--- config.mk ---
export PLATFORM = sky130hd
export DESIGN_NAME = atsc_ctrl
export DESIGN_NICKNAME = d
export VERILOG_FILES = /design/src/hw/atsc_sync.v /design/src/hw/atsc_post.v /design/src/hw/atsc_ctrl.v
export VERILOG_INCLUDE_DIRS = /design/src /design/src/hw
export SDC_FILE = /design/constraint.sdc
export NUM_CORES = 1
export LEC_CHECK = 0
export BUFFER_PORTS_ARGS = -buffer_cell sky130_fd_sc_hd__buf_2
export CORE_UTILIZATION = 50
export DETAILED_ROUTE_END_ITERATION = 7
export GPL_ROUTABILITY_DRIVEN = 0
export GPL_TIMING_DRIVEN = 0
export PLACE_DENSITY_LB_ADDON = 0.15
export SLEW_MARGIN = 15
export SYNTH_ARGS = -nofsm -noshare
export SYNTH_HDL_FRONTEND = slang
export SYNTH_SLANG_ARGS = --single-unit
--- constraint.sdc ---
create_clock -name clk -period 3.2 [get_ports clk]
set_clock_uncertainty 0.05 [all_clocks]
set_input_delay 0.16 -clock clk [delete_from_list [all_inputs] [get_ports clk]]
set_output_delay 0.16 -clock clk [all_outputs]
set_load 0.02 [all_outputs]
--- src/hw/atsc_defines.vh ---
// Constants for the converter and temperature sensor control block
//
// Overview of operation
// - Write one starts; reads one when finished
// - Input select routes sensor, pins, ground
// - Reference select: bandgap, supply/3, supply/2
// - Differential full scale scales with gain
// - Amplifier offset: three-bit magnitude, sign bit
// - Result register read-only, latest conversion value
// - Range field sets temperature scaling per step
// - Kelvin offset enable, only bit set
// - Trim enable applies four-bit trim value
// - Signed temperature value offset added
`ifndef ATSC_DEFINES_VH
`define ATSC_DEFINES_VH

// ****************************************
// Register offsets
// ****************************************
`define ATSC_OFS_CONFIG    8'h0f
`define ATSC_OFS_AMPOFFS   8'h10
`define ATSC_OFS_RESULT    8'h11
`define ATSC_OFS_CAL       8'h12
`define ATSC_OFS_TVOFFS    8'h13
`define ATSC_OFS_IRQ_STAT  8'h20
`define ATSC_OFS_IRQ_MASK  8'h21

// ****************************************
// Field positions
// ****************************************
`define ATSC_CFG_START     7
`define ATSC_CFG_SEL_HI    6
`define ATSC_CFG_SEL_LO    4
`define ATSC_CFG_REF_HI    3
`define ATSC_CFG_REF_LO    2
`define ATSC_CFG_GAIN_HI   1
`define ATSC_CFG_GAIN_LO   0
`define ATSC_AOF_HI        3
`define ATSC_CAL_RANGE_HI  7
`define ATSC_CAL_RANGE_LO  6
`define ATSC_CAL_KELVIN    5
`define ATSC_CAL_TRIM_EN   4
`define ATSC_CAL_TRIM_HI   3
`define ATSC_IRQ_DONE      0

// ****************************************
// Encodings and reset values
// ****************************************
`define ATSC_SEL_TEMP      3'h0
`define ATSC_SEL_GND       3'h7
`define ATSC_RST_CONFIG    7'h00
`define ATSC_RST_AMPOFFS   4'h0
`define ATSC_RST_RESULT    8'h00
`define ATSC_RST_CAL       8'h20
`define ATSC_RST_TVOFFS    8'h00
`define ATSC_RST_IRQ       1'h0

`endif

--- src/hw/atsc_sync.v ---
// Three-stage synchroniser with agreement filter for the converter done input
`timescale 1ns/10ps
module atsc_sync (
  // Clock and reset
  input  wire clk,
  input  wire srst,
  // Asynchronous level in, filtered level out
  input  wire din,
  output reg  dout
);

  reg s1_reg;
  reg s2_reg;
  reg s3_reg;

  // First stage feeds only the second
  always @(posedge clk) begin
    // Idle-high reset: no false fall of done right after reset
    if (srst) begin
      s1_reg <= 1'b1;
      s2_reg <= 1'b1;
      s3_reg <= 1'b1;
      dout   <= 1'b1;
    end else begin
      s1_reg <= din;
      s2_reg <= s1_reg;
      s3_reg <= s2_reg;
      if (s2_reg == s3_reg) begin
        dout <= s3_reg;
      end
    end
  end

endmodule

--- src/hw/atsc_post.v ---
// Digital correction of temperature sensor codes
`timescale 1ns/10ps
`include "atsc_defines.vh"
module atsc_post (
  // Raw code and source select
  input  wire [7:0] raw_code,
  input  wire [2:0] src_sel,
  // Correction controls
  input  wire       trim_en,
  input  wire [3:0] trim_val,
  input  wire [7:0] value_offs,
  // Corrected code
  output reg  [7:0] code_out
);

  // Sign-extend an eight-bit two's complement to ten bits
  function [9:0] sext8;
    input [7:0] v;
    begin
      sext8 = {{2{v[7]}}, v};
    end
  endfunction

  reg [9:0] sum;

  always @* begin
    sum = {2'b00, raw_code};
    if (src_sel == `ATSC_SEL_TEMP) begin
      if (trim_en) begin
        sum = sum + sext8({{4{trim_val[3]}}, trim_val});
      end
      sum = sum + sext8(value_offs);
    end
    // Saturate rather than wrap: a wrapped reading flips hot to cold
    if (sum[9]) begin
      code_out = 8'h00;
    end else if (sum[8]) begin
      code_out = 8'hff;
    end else begin
      code_out = sum[7:0];
    end
  end

endmodule

--- src/hw/atsc_ctrl.v ---
// Converter and temperature sensor control with register port
//
// Strobed register access was chosen for this implementation.
`timescale 1ns/10ps
`include "atsc_defines.vh"
module atsc_ctrl (
  // Clock and reset
  input  wire       clk,
  input  wire       srst,
  // Register port
  input  wire [7:0] reg_addr,
  input  wire [7:0] reg_wdata,
  input  wire       reg_we,
  input  wire       reg_re,
  output reg  [7:0] reg_rdata,
  // Interrupt
  output wire       irq,
  // Converter handshake
  output reg        conv_start,
  input  wire       conv_done,
  input  wire [7:0] conv_code,
  // Analog front end controls
  output wire [2:0] src_sel,
  output wire [1:0] ref_sel,
  output wire [1:0] amp_gain,
  output wire [3:0] amp_offs,
  output wire [1:0] ts_range,
  output wire       kelvin_en
);

  // ****************************************
  // State encoding
  // ****************************************
  localparam [2:0] ST_IDLE     = 3'b001;
  localparam [2:0] ST_WAIT_CLR = 3'b010;
  localparam [2:0] ST_WAIT_SET = 3'b100;

  // ****************************************
  // Registers
  // ****************************************
  reg  [6:0] config_reg;
  reg  [3:0] amp_offset_setting_reg;
  reg  [7:0] converter_result_reg;
  reg  [7:0] temp_sensor_calibration_reg;
  reg  [7:0] temp_value_offset_reg;
  reg        done_reg;
  reg        irq_stat_reg;
  reg        irq_mask_reg;
  reg  [2:0] state_reg;
  reg  [2:0] state_next;
  reg  [7:0] rdata_next;
  wire       done_sync;
  wire [7:0] corrected;
  wire       wr_cfg;
  wire       wr_aof;
  wire       wr_cal;
  wire       wr_tvo;
  wire       wr_stat;
  wire       wr_mask;
  wire       clr_stat;
  wire       start_req;
  wire       finish;

  // ****************************************
  // Converter done from the analog side
  // ****************************************
  atsc_sync u_done_sync (
    .clk  (clk),
    .srst (srst),
    .din  (conv_done),
    .dout (done_sync)
  );

  // ****************************************
  // Sensor reading correction
  // ****************************************
  // Only the temperature source is corrected; pin readings pass raw
  atsc_post u_post (
    .raw_code   (conv_code),
    .src_sel    (src_sel),
    .trim_en    (temp_sensor_calibration_reg[`ATSC_CAL_TRIM_EN]),
    .trim_val   (temp_sensor_calibration_reg[`ATSC_CAL_TRIM_HI:0]),
    .value_offs (temp_value_offset_reg),
    .code_out   (corrected)
  );

  // ****************************************
  // Front end control outputs
  // ****************************************
  assign src_sel   = config_reg[`ATSC_CFG_SEL_HI:`ATSC_CFG_SEL_LO];
  assign ref_sel   = config_reg[`ATSC_CFG_REF_HI:`ATSC_CFG_REF_LO];
  // Full scale in differential modes follows gain and ref_sel[0]
  assign amp_gain  = config_reg[`ATSC_CFG_GAIN_HI:`ATSC_CFG_GAIN_LO];
  assign amp_offs  = amp_offset_setting_reg;
  assign ts_range  =
    temp_sensor_calibration_reg[`ATSC_CAL_RANGE_HI:`ATSC_CAL_RANGE_LO];
  assign kelvin_en = temp_sensor_calibration_reg[`ATSC_CAL_KELVIN];

  // ****************************************
  // Address decode
  // ****************************************
  // Shared compare keeps every write strobe decode identical
  function hit;
    input       strobe;
    input [7:0] addr;
    input [7:0] offset;
    begin
      hit = strobe && (addr == offset);
    end
  endfunction

  assign wr_cfg   = hit(reg_we, reg_addr, `ATSC_OFS_CONFIG);
  assign wr_aof   = hit(reg_we, reg_addr, `ATSC_OFS_AMPOFFS);
  assign wr_cal   = hit(reg_we, reg_addr, `ATSC_OFS_CAL);
  assign wr_tvo   = hit(reg_we, reg_addr, `ATSC_OFS_TVOFFS);
  assign wr_stat  = hit(reg_we, reg_addr, `ATSC_OFS_IRQ_STAT);
  assign wr_mask  = hit(reg_we, reg_addr, `ATSC_OFS_IRQ_MASK);
  // Only a one in the done position clears; zeros leave it alone
  assign clr_stat = wr_stat && reg_wdata[`ATSC_IRQ_DONE];

  // ****************************************
  // Conversion sequencer
  // ****************************************
  // Start while busy is ignored; the running conversion completes
  assign start_req = wr_cfg && reg_wdata[`ATSC_CFG_START]
                     && (state_reg == ST_IDLE);
  // Old done must fall first so a stale level is not taken as new
  assign finish    = (state_reg == ST_WAIT_SET) && done_sync;

  // ****************************************
  // Next-state logic
  // ****************************************
  always @* begin
    state_next = state_reg;
    case (state_reg)
      ST_IDLE: begin
        if (start_req) begin
          state_next = ST_WAIT_CLR;
        end
      end
      ST_WAIT_CLR: begin
        if (!done_sync) begin
          state_next = ST_WAIT_SET;
        end
      end
      ST_WAIT_SET: begin
        if (done_sync) begin
          state_next = ST_IDLE;
        end
      end
      default: begin
        state_next = ST_IDLE;
      end
    endcase
  end

  // ****************************************
  // State register and start pulse
  // ****************************************
  always @(posedge clk) begin
    if (srst) begin
      state_reg <= ST_IDLE;
    end else begin
      state_reg <= state_next;
    end
  end

  // Registered pulse: the converter never sees a decode glitch
  always @(posedge clk) begin
    if (srst) begin
      conv_start <= 1'b0;
    end else begin
      conv_start <= start_req;
    end
  end

  // ****************************************
  // Start/done status bit
  // ****************************************
  // Resets to one: an idle converter reads as finished
  always @(posedge clk) begin
    if (srst) begin
      done_reg <= 1'b1;
    end else if (start_req) begin
      done_reg <= 1'b0;
    end else if (finish) begin
      done_reg <= 1'b1;
    end
  end

  // ****************************************
  // Configuration register
  // ****************************************
  // Bits 6:0 take every write; a refused start still updates them
  always @(posedge clk) begin
    if (srst) begin
      config_reg <= `ATSC_RST_CONFIG;
    end else if (wr_cfg) begin
      config_reg <= reg_wdata[6:0];
    end
  end

  // ****************************************
  // Amplifier offset register
  // ****************************************
  // Reserved upper bits are not stored
  always @(posedge clk) begin
    if (srst) begin
      amp_offset_setting_reg <= `ATSC_RST_AMPOFFS;
    end else if (wr_aof) begin
      amp_offset_setting_reg <= reg_wdata[`ATSC_AOF_HI:0];
    end
  end

  // ****************************************
  // Calibration and value offset registers
  // ****************************************
  // Range and offset enable go out unchanged; trim feeds correction
  always @(posedge clk) begin
    if (srst) begin
      temp_sensor_calibration_reg <= `ATSC_RST_CAL;
    end else if (wr_cal) begin
      temp_sensor_calibration_reg <= reg_wdata;
    end
  end

  always @(posedge clk) begin
    if (srst) begin
      temp_value_offset_reg <= `ATSC_RST_TVOFFS;
    end else if (wr_tvo) begin
      temp_value_offset_reg <= reg_wdata;
    end
  end

  // ****************************************
  // Result capture
  // ****************************************
  // No write path: software cannot disturb a finished reading
  always @(posedge clk) begin
    if (srst) begin
      converter_result_reg <= `ATSC_RST_RESULT;
    end else if (finish) begin
      converter_result_reg <= corrected;
    end
  end

  // ****************************************
  // Interrupt status and mask
  // ****************************************
  // Set wins over a write-one clear in the same cycle
  always @(posedge clk) begin
    if (srst) begin
      irq_stat_reg <= `ATSC_RST_IRQ;
    end else if (finish) begin
      irq_stat_reg <= 1'b1;
    end else if (clr_stat) begin
      irq_stat_reg <= 1'b0;
    end
  end

  always @(posedge clk) begin
    if (srst) begin
      irq_mask_reg <= `ATSC_RST_IRQ;
    end else if (wr_mask) begin
      irq_mask_reg <= reg_wdata[`ATSC_IRQ_DONE];
    end
  end

  // ****************************************
  // Interrupt output
  // ****************************************
  // Level output, held until software clears the status bit or the mask bit
  assign irq = irq_stat_reg && irq_mask_reg;

  // ****************************************
  // Register reads
  // ****************************************
  always @* begin
    rdata_next = 8'h00;
    case (reg_addr)
      `ATSC_OFS_CONFIG:   rdata_next = {done_reg, config_reg};
      `ATSC_OFS_AMPOFFS:  rdata_next = {4'h0, amp_offset_setting_reg};
      `ATSC_OFS_RESULT:   rdata_next = converter_result_reg;
      `ATSC_OFS_CAL:      rdata_next = temp_sensor_calibration_reg;
      `ATSC_OFS_TVOFFS:   rdata_next = temp_value_offset_reg;
      `ATSC_OFS_IRQ_STAT: rdata_next = {7'h00, irq_stat_reg};
      `ATSC_OFS_IRQ_MASK: rdata_next = {7'h00, irq_mask_reg};
      default:            rdata_next = 8'h00;
    endcase
  end

  // ****************************************
  // Read data register
  // ****************************************
  // Zero outside its cycle keeps an OR-ed read bus clean
  always @(posedge clk) begin
    if (srst) begin
      reg_rdata <= 8'h00;
    end else if (reg_re) begin
      reg_rdata <= rdata_next;
    end else begin
      reg_rdata <= 8'h00;
    end
  end

endmodule

* Yosys cells after proc, flatten, opt, wreduce, memory -nomap -nowiden *
Cells that the tools add are included.

cells by class
  add/subtract/negate cells = 2
  equal/unequal tests = 14
  mux-type cells = 14
  bitwise gates (word level) = 1
  reduce and logical (&&, ||, !) cells = 16

operators with widths
  cell                                            count
  case mux 8 bit (7 select lines)                 1
  == test 8 x 5 -> 1 bit (second input constant)  4
  two-way mux 10 bit                              3
  == test 8 x 6 -> 1 bit (second input constant)  2
  two-way mux 8 bit                               2
  logical AND 1 bit                               11
  adder 10 bit                                    1
  adder 9 x 4 -> 10 bit                           1
  two-way mux 3 bit                               3
  case mux 3 bit (3 select lines)                 1
  == test 8 x 4 -> 1 bit (second input constant)  1
  two-way mux 1 bit                               4
  != test 2 bit (second input constant)           2
  nonzero test 2 bit                              2
  == test 3 x 1 -> 1 bit (second input constant)  1
  == test 3 x 2 -> 1 bit (second input constant)  1
  == test 3 bit (second input constant)           1
  zero test 3 bit                                 1
  AND reduction 3 bit                             1
  != test 2 x 1 -> 1 bit (second input constant)  1
  OR reduction 2 bit                              1
  == test 1 bit                                   1
  inverter 1 bit                                  1

word-level totals
  bits in registers = 54
  word-level logic and storage cells = 62

* Longest topological paths before layout *
  depth in word-level cells = 7
  depth in mapped cells = 18
  gate-level depth less buffers = 18

* Modules after synthesis *
From an unflattened synthesis, not the netlist that was laid out.

unflattened totals
  cell total of the unflattened synthesis = 373
  area total of the unflattened synthesis = 3246.9 um^2

modules (own cells, without submodules)
  module     times used  cells an instance  area each (um^2)  seq. area each (um^2)
  atsc_ctrl  1           231                2117.0            1001.0
  atsc_post  1           132                1014.7            0.0
  atsc_sync  1           10                 115.1             80.1

* Worst setup path before layout *
Ideal clock, no wire load.

  path kind = flip-flop to flip-flop
  start point = register temp_sensor_calibration_reg[0]
  end point = register converter_result_reg[0]
  setup time = 117 ps
  arrival time = 3380 ps
  required time = 3033 ps
  setup slack = -348 ps
  cell stages (with the launch flop) = 19
  buffers on the path = 0
  clock period less this slack = 3548 ps
  path through = dfxtp_1 ha_1 inv_1 fa_1 nor2b_1 o21ai_0 a21oi_1 o21ai_0 nor2b_1 xnor2_1 mux2_2 ha_1 o21a_1 o21ai_0 o2bb2ai_1 xor2_1 nand2_1 o22a_1 a32o_1

on the way
  longest elaborated chain between the ends = 7

RTL lines
  item                     RTL line         source
  start, declared          atsc_ctrl.v:44   reg [7:0] temp_sensor_calibration_reg;
  start signal, assigned   atsc_ctrl.v:221  temp_sensor_calibration_reg <= `ATSC_RST_CAL;
  start signal, assigned   atsc_ctrl.v:223  temp_sensor_calibration_reg <= reg_wdata;
  adder 9 x 4 -> 10 bit *  atsc_post.v:30   sum = sum + sext8({{4{trim_val[3]}}, trim_val});
  two-way mux 10 bit *     atsc_post.v:29   if (trim_en) begin
  two-way mux 10 bit *     atsc_post.v:28   if (src_sel == `ATSC_SEL_TEMP) begin
  adder 10 bit *           atsc_post.v:32   sum = sum + sext8(value_offs);
  two-way mux 10 bit *     atsc_post.v:28
  two-way mux 8 bit        atsc_post.v:37   end else if (sum[8]) begin
  two-way mux 8 bit *      atsc_post.v:35   if (sum[9]) begin
  end signal, assigned     atsc_ctrl.v:241  converter_result_reg <= `ATSC_RST_RESULT;
  end signal, assigned     atsc_ctrl.v:243  converter_result_reg <= corrected;
  end, declared            atsc_ctrl.v:43   reg [7:0] converter_result_reg;

Mark *: on every way between the ends. The rest lies on a longest branch, timed or not. The select of a mux whose other input is x is not followed.
A chain may end at the register's enable or synchronous reset.

* Worst setup path after layout *
  start point = register temp_sensor_calibration_reg[0]
  end point = register converter_result_reg[5]

Same word-level chain as after synthesis.

==> metrics.yaml <==
routing:
  drc: 0
  firstDrtPassIters: 5
  ant_nets: 0
  wirelength_um: 8840
  drt_iter0_drc: 262
  viasPerCell: 5.98
  wl_per_cell_um: 16.8
  via_count: 3150
layout:
  antennaDiodeCount: 0
  utilization_pct: 61.7
  area_growth_pct: 19.0
  nNetsFinal: 499
  finalNonFillerCells: 527
  drive_gt1_share_pct: 25.6
  multi_input_area_um2: 2180
  nFillCells: 554
  regArea_um2: 1090
placement:
  placedCellCount: 507
  dp_slack_ns: -0.466
  numPortBuffers: 49
  dp_hpwl_um: 6600
outcome:
  outcome: "complete, but fails checks"
  violations: "setup timing"
synthesis:
  yosysUniqueCellTypes: 55
  ys.flop_type: "dfxtp_1"
  synth_area_um2: 3290
  synth_edf_count: 0
  ys_ff_latch: 54
  avgSynthCellArea_um2: 8.64
  synthArstFlopShare_pct: 0
  synth_nets: 431
  yosys_warnings: 0
  ys_seq_area_share_pct: 32.8
  syn_inst: 381
clock_tree:
  cts_buffers: 5
  root_buffer: "clkbuf_8"
  cts.clk_slew.worst_paths_ns: 0.09
  cts_tree: "built"
  clkLatencyLatePin_ns: 0.31
  clock_path_buffers: 2
  cts.sinks: 54
  htreeDepth: 2
hold_path:
  min_to: "temp_sensor_calibration_reg[5]"
  min_from: "reg_wdata[5]"
  hold_depth: 3
  hold_path_class: "input port to flop"
setup_path:
  path_class: "flop to flop"
  r2r_slack_ns: -0.37
  crit_arrival_ns: 3.73
  rr_endpoint: "converter_result_reg[5]"
  cp-end-kind: "flop"
  crit_required_ns: 3.36
  rr_startpoint: "temp_sensor_calibration_reg[0]"
  crit_fanout: 7
  ff2ff_path_depth: 18
  cp-start-kind: "flop"
floorplan:
  die_h_um: 83.1
  start_util_pct: 51.8
  ios: 53
  rows: 29
  die-area_um2: 6910
  dieWidth_um: 83.1
  core_um2: 6350
sta:
  report.final.slew_viol_count: 0
  rsz0062_at_grt: "true"
  max_slew_margin_pct: 21.7
  finalSetupViolations: 8
  tightest_slew_ns: 1.16
  hold_viol: 0
  worst_slack_ns: -0.369
  final.min_clock_period_ns: 3.57
  fmax_ghz: 0.280
  hold_ws_ns: 0.0473
  post-route-period-util_pct: 112
flow_run:
  drv_cap: 0
power_and_ir_drop:
  irDropWorstVdd_mv: 0.278
  power.leakage_nw: 1.69
  power_density_nw_per_um2: 303
global_route:
  grt_pass1_wl_um: 14400
  grt_max_degree: 16
  antenna_found_initial: 0
  grt_usage_pct: 26.1
  gr-total-overflow: 0
  grt_pass1_vias: 2973
[placed cells by master (no fill, tap or decap), types with 5 or more instances in the layout]
cell type / count
a32o_1: 7
buf_4: 13
nor2_1: 37
clkbuf_8: 6
mux2i_1: 16
buf_2: 54
nor3_1: 12
o21ai_0: 13
xnor2_1: 8
nand2_1: 33
nand3_1: 19
a22oi_1: 7
clkbuf_1: 12
ha_1: 17
a21oi_1: 34
o22a_1: 5
xor2_1: 6
dfxtp_1: 51
inv_1: 11
[Yosys cell counts (3+ instances only)]
master     n  area share [%]
clkbuf_1  11             1.3
a211oi_1   5             1.1
mux2_2     5             1.7
ha_1      19             7.2
nand3_1   19             2.9
nor2_1    37             4.2
nand2_1   34             3.9
nor3_1    12             1.8
xnor2_1    9             2.4
nor2b_1    5            0.95
and2_1     4            0.76
a22o_1     4             1.1
o21ai_0   16             2.4
mux4_2     4             2.7
o21bai_1   3            0.68
or3_1      3            0.57
or2_2      3            0.57
dfxtp_1   54              33
o22a_1     5             1.3
buf_2      5            0.76
inv_1     12             1.4
mux2i_1   16             4.9
a32o_1     7             2.1
a21oi_1   35             5.3
a22oi_1    7             1.6
xor2_1     6             1.6
[metal layers]
metal,track usage [%],routed length (um)
met3,3.78,556
met2,43.1,4160
met1,35.4,3910
met4,7.99,204
met5,0,0
[cells by family after synthesis]
logic type / count (synthesis) / share of synthesized area, %
compound gates: 104 / 21.2
xor+xnor: 15 / 3.99
fa+ha+maj: 21 / 8.44
buf+inv: 30 / 3.84
flops: 54 / 32.8
simple gates: 132 / 20.3
mux: 25 / 9.31
[worst max-delay path, stage by stage (launching register included)]
cell      delay [ns]
dfxtp_4         0.37
ha_4            0.13
inv_2           0.03
fa_2            0.34
nor2b_2         0.15
o21ai_2         0.07
a21oi_2         0.16
o21ai_2         0.09
a221oi_1        0.32
xnor2_1         0.10
and2_1          0.16
ha_1            0.35
nand2_1         0.09
o21bai_1        0.16
o21a_1          0.18
buf_4           0.15
nor4_4          0.19
a21oi_4         0.09
a32o_1          0.27
[power by group]
group,internal [mW],leakage [nW],switching (mW)
Sequential,0.673,0.437,0.00119
Combinational,0.0473,1.21,0.0700
Clock,0.175,0.0482,0.221
[layout make-up]
class	instances	share of cell area [%]
Sequential cell	54	27.8
Timing Repair Buffer	61	8.63
Inverter	12	1.15
Clock buffer	7	2.20
Tap cell	77	2.46
Clock inverter	1	0.128
Multi-Input combinational cell	297	55.6
Buffer	18	2.08
[timing repair]
action,CTS,global route
endpoints found under the hold margin,1,0
gates resized for setup,5,10
pin swaps,3,7
setup endpoints to repair,8,8
buffers inserted,11,0
hold buffers,1,0
[how the worst max path moves through the flow]
stage	start	end	slack, ns	cells past startpoint
floorplan	temp_sensor_calibration_reg[0]	converter_result_reg[0]	-0.07	17
global placement	temp_sensor_calibration_reg[0]	converter_result_reg[0]	-0.42	18
global route	temp_sensor_calibration_reg[0]	converter_result_reg[5]	-0.54	19
finish	temp_sensor_calibration_reg[0]	converter_result_reg[5]	-0.37	18
CTS	temp_sensor_calibration_reg[0]	converter_result_reg[5]	-0.37	17
detailed placement	temp_sensor_calibration_reg[0]	converter_result_reg[6]	-0.47	18
[per-stage QoR]
stage / area, um2 / TNS [ns] / power [mW]
after global placement: 3670 / -3.11 / 0.799
after detailed placement: 3670 / -3.44 / 0.802
after CTS: 3880 / -2.69 / 1.19
final: 3920 / -2.74 / 1.19
after floorplan: 3330 / -0.441 / 0.758
after global routing: 3920 / -4.16 / 1.23
Power figures use the tool's default switching activity.
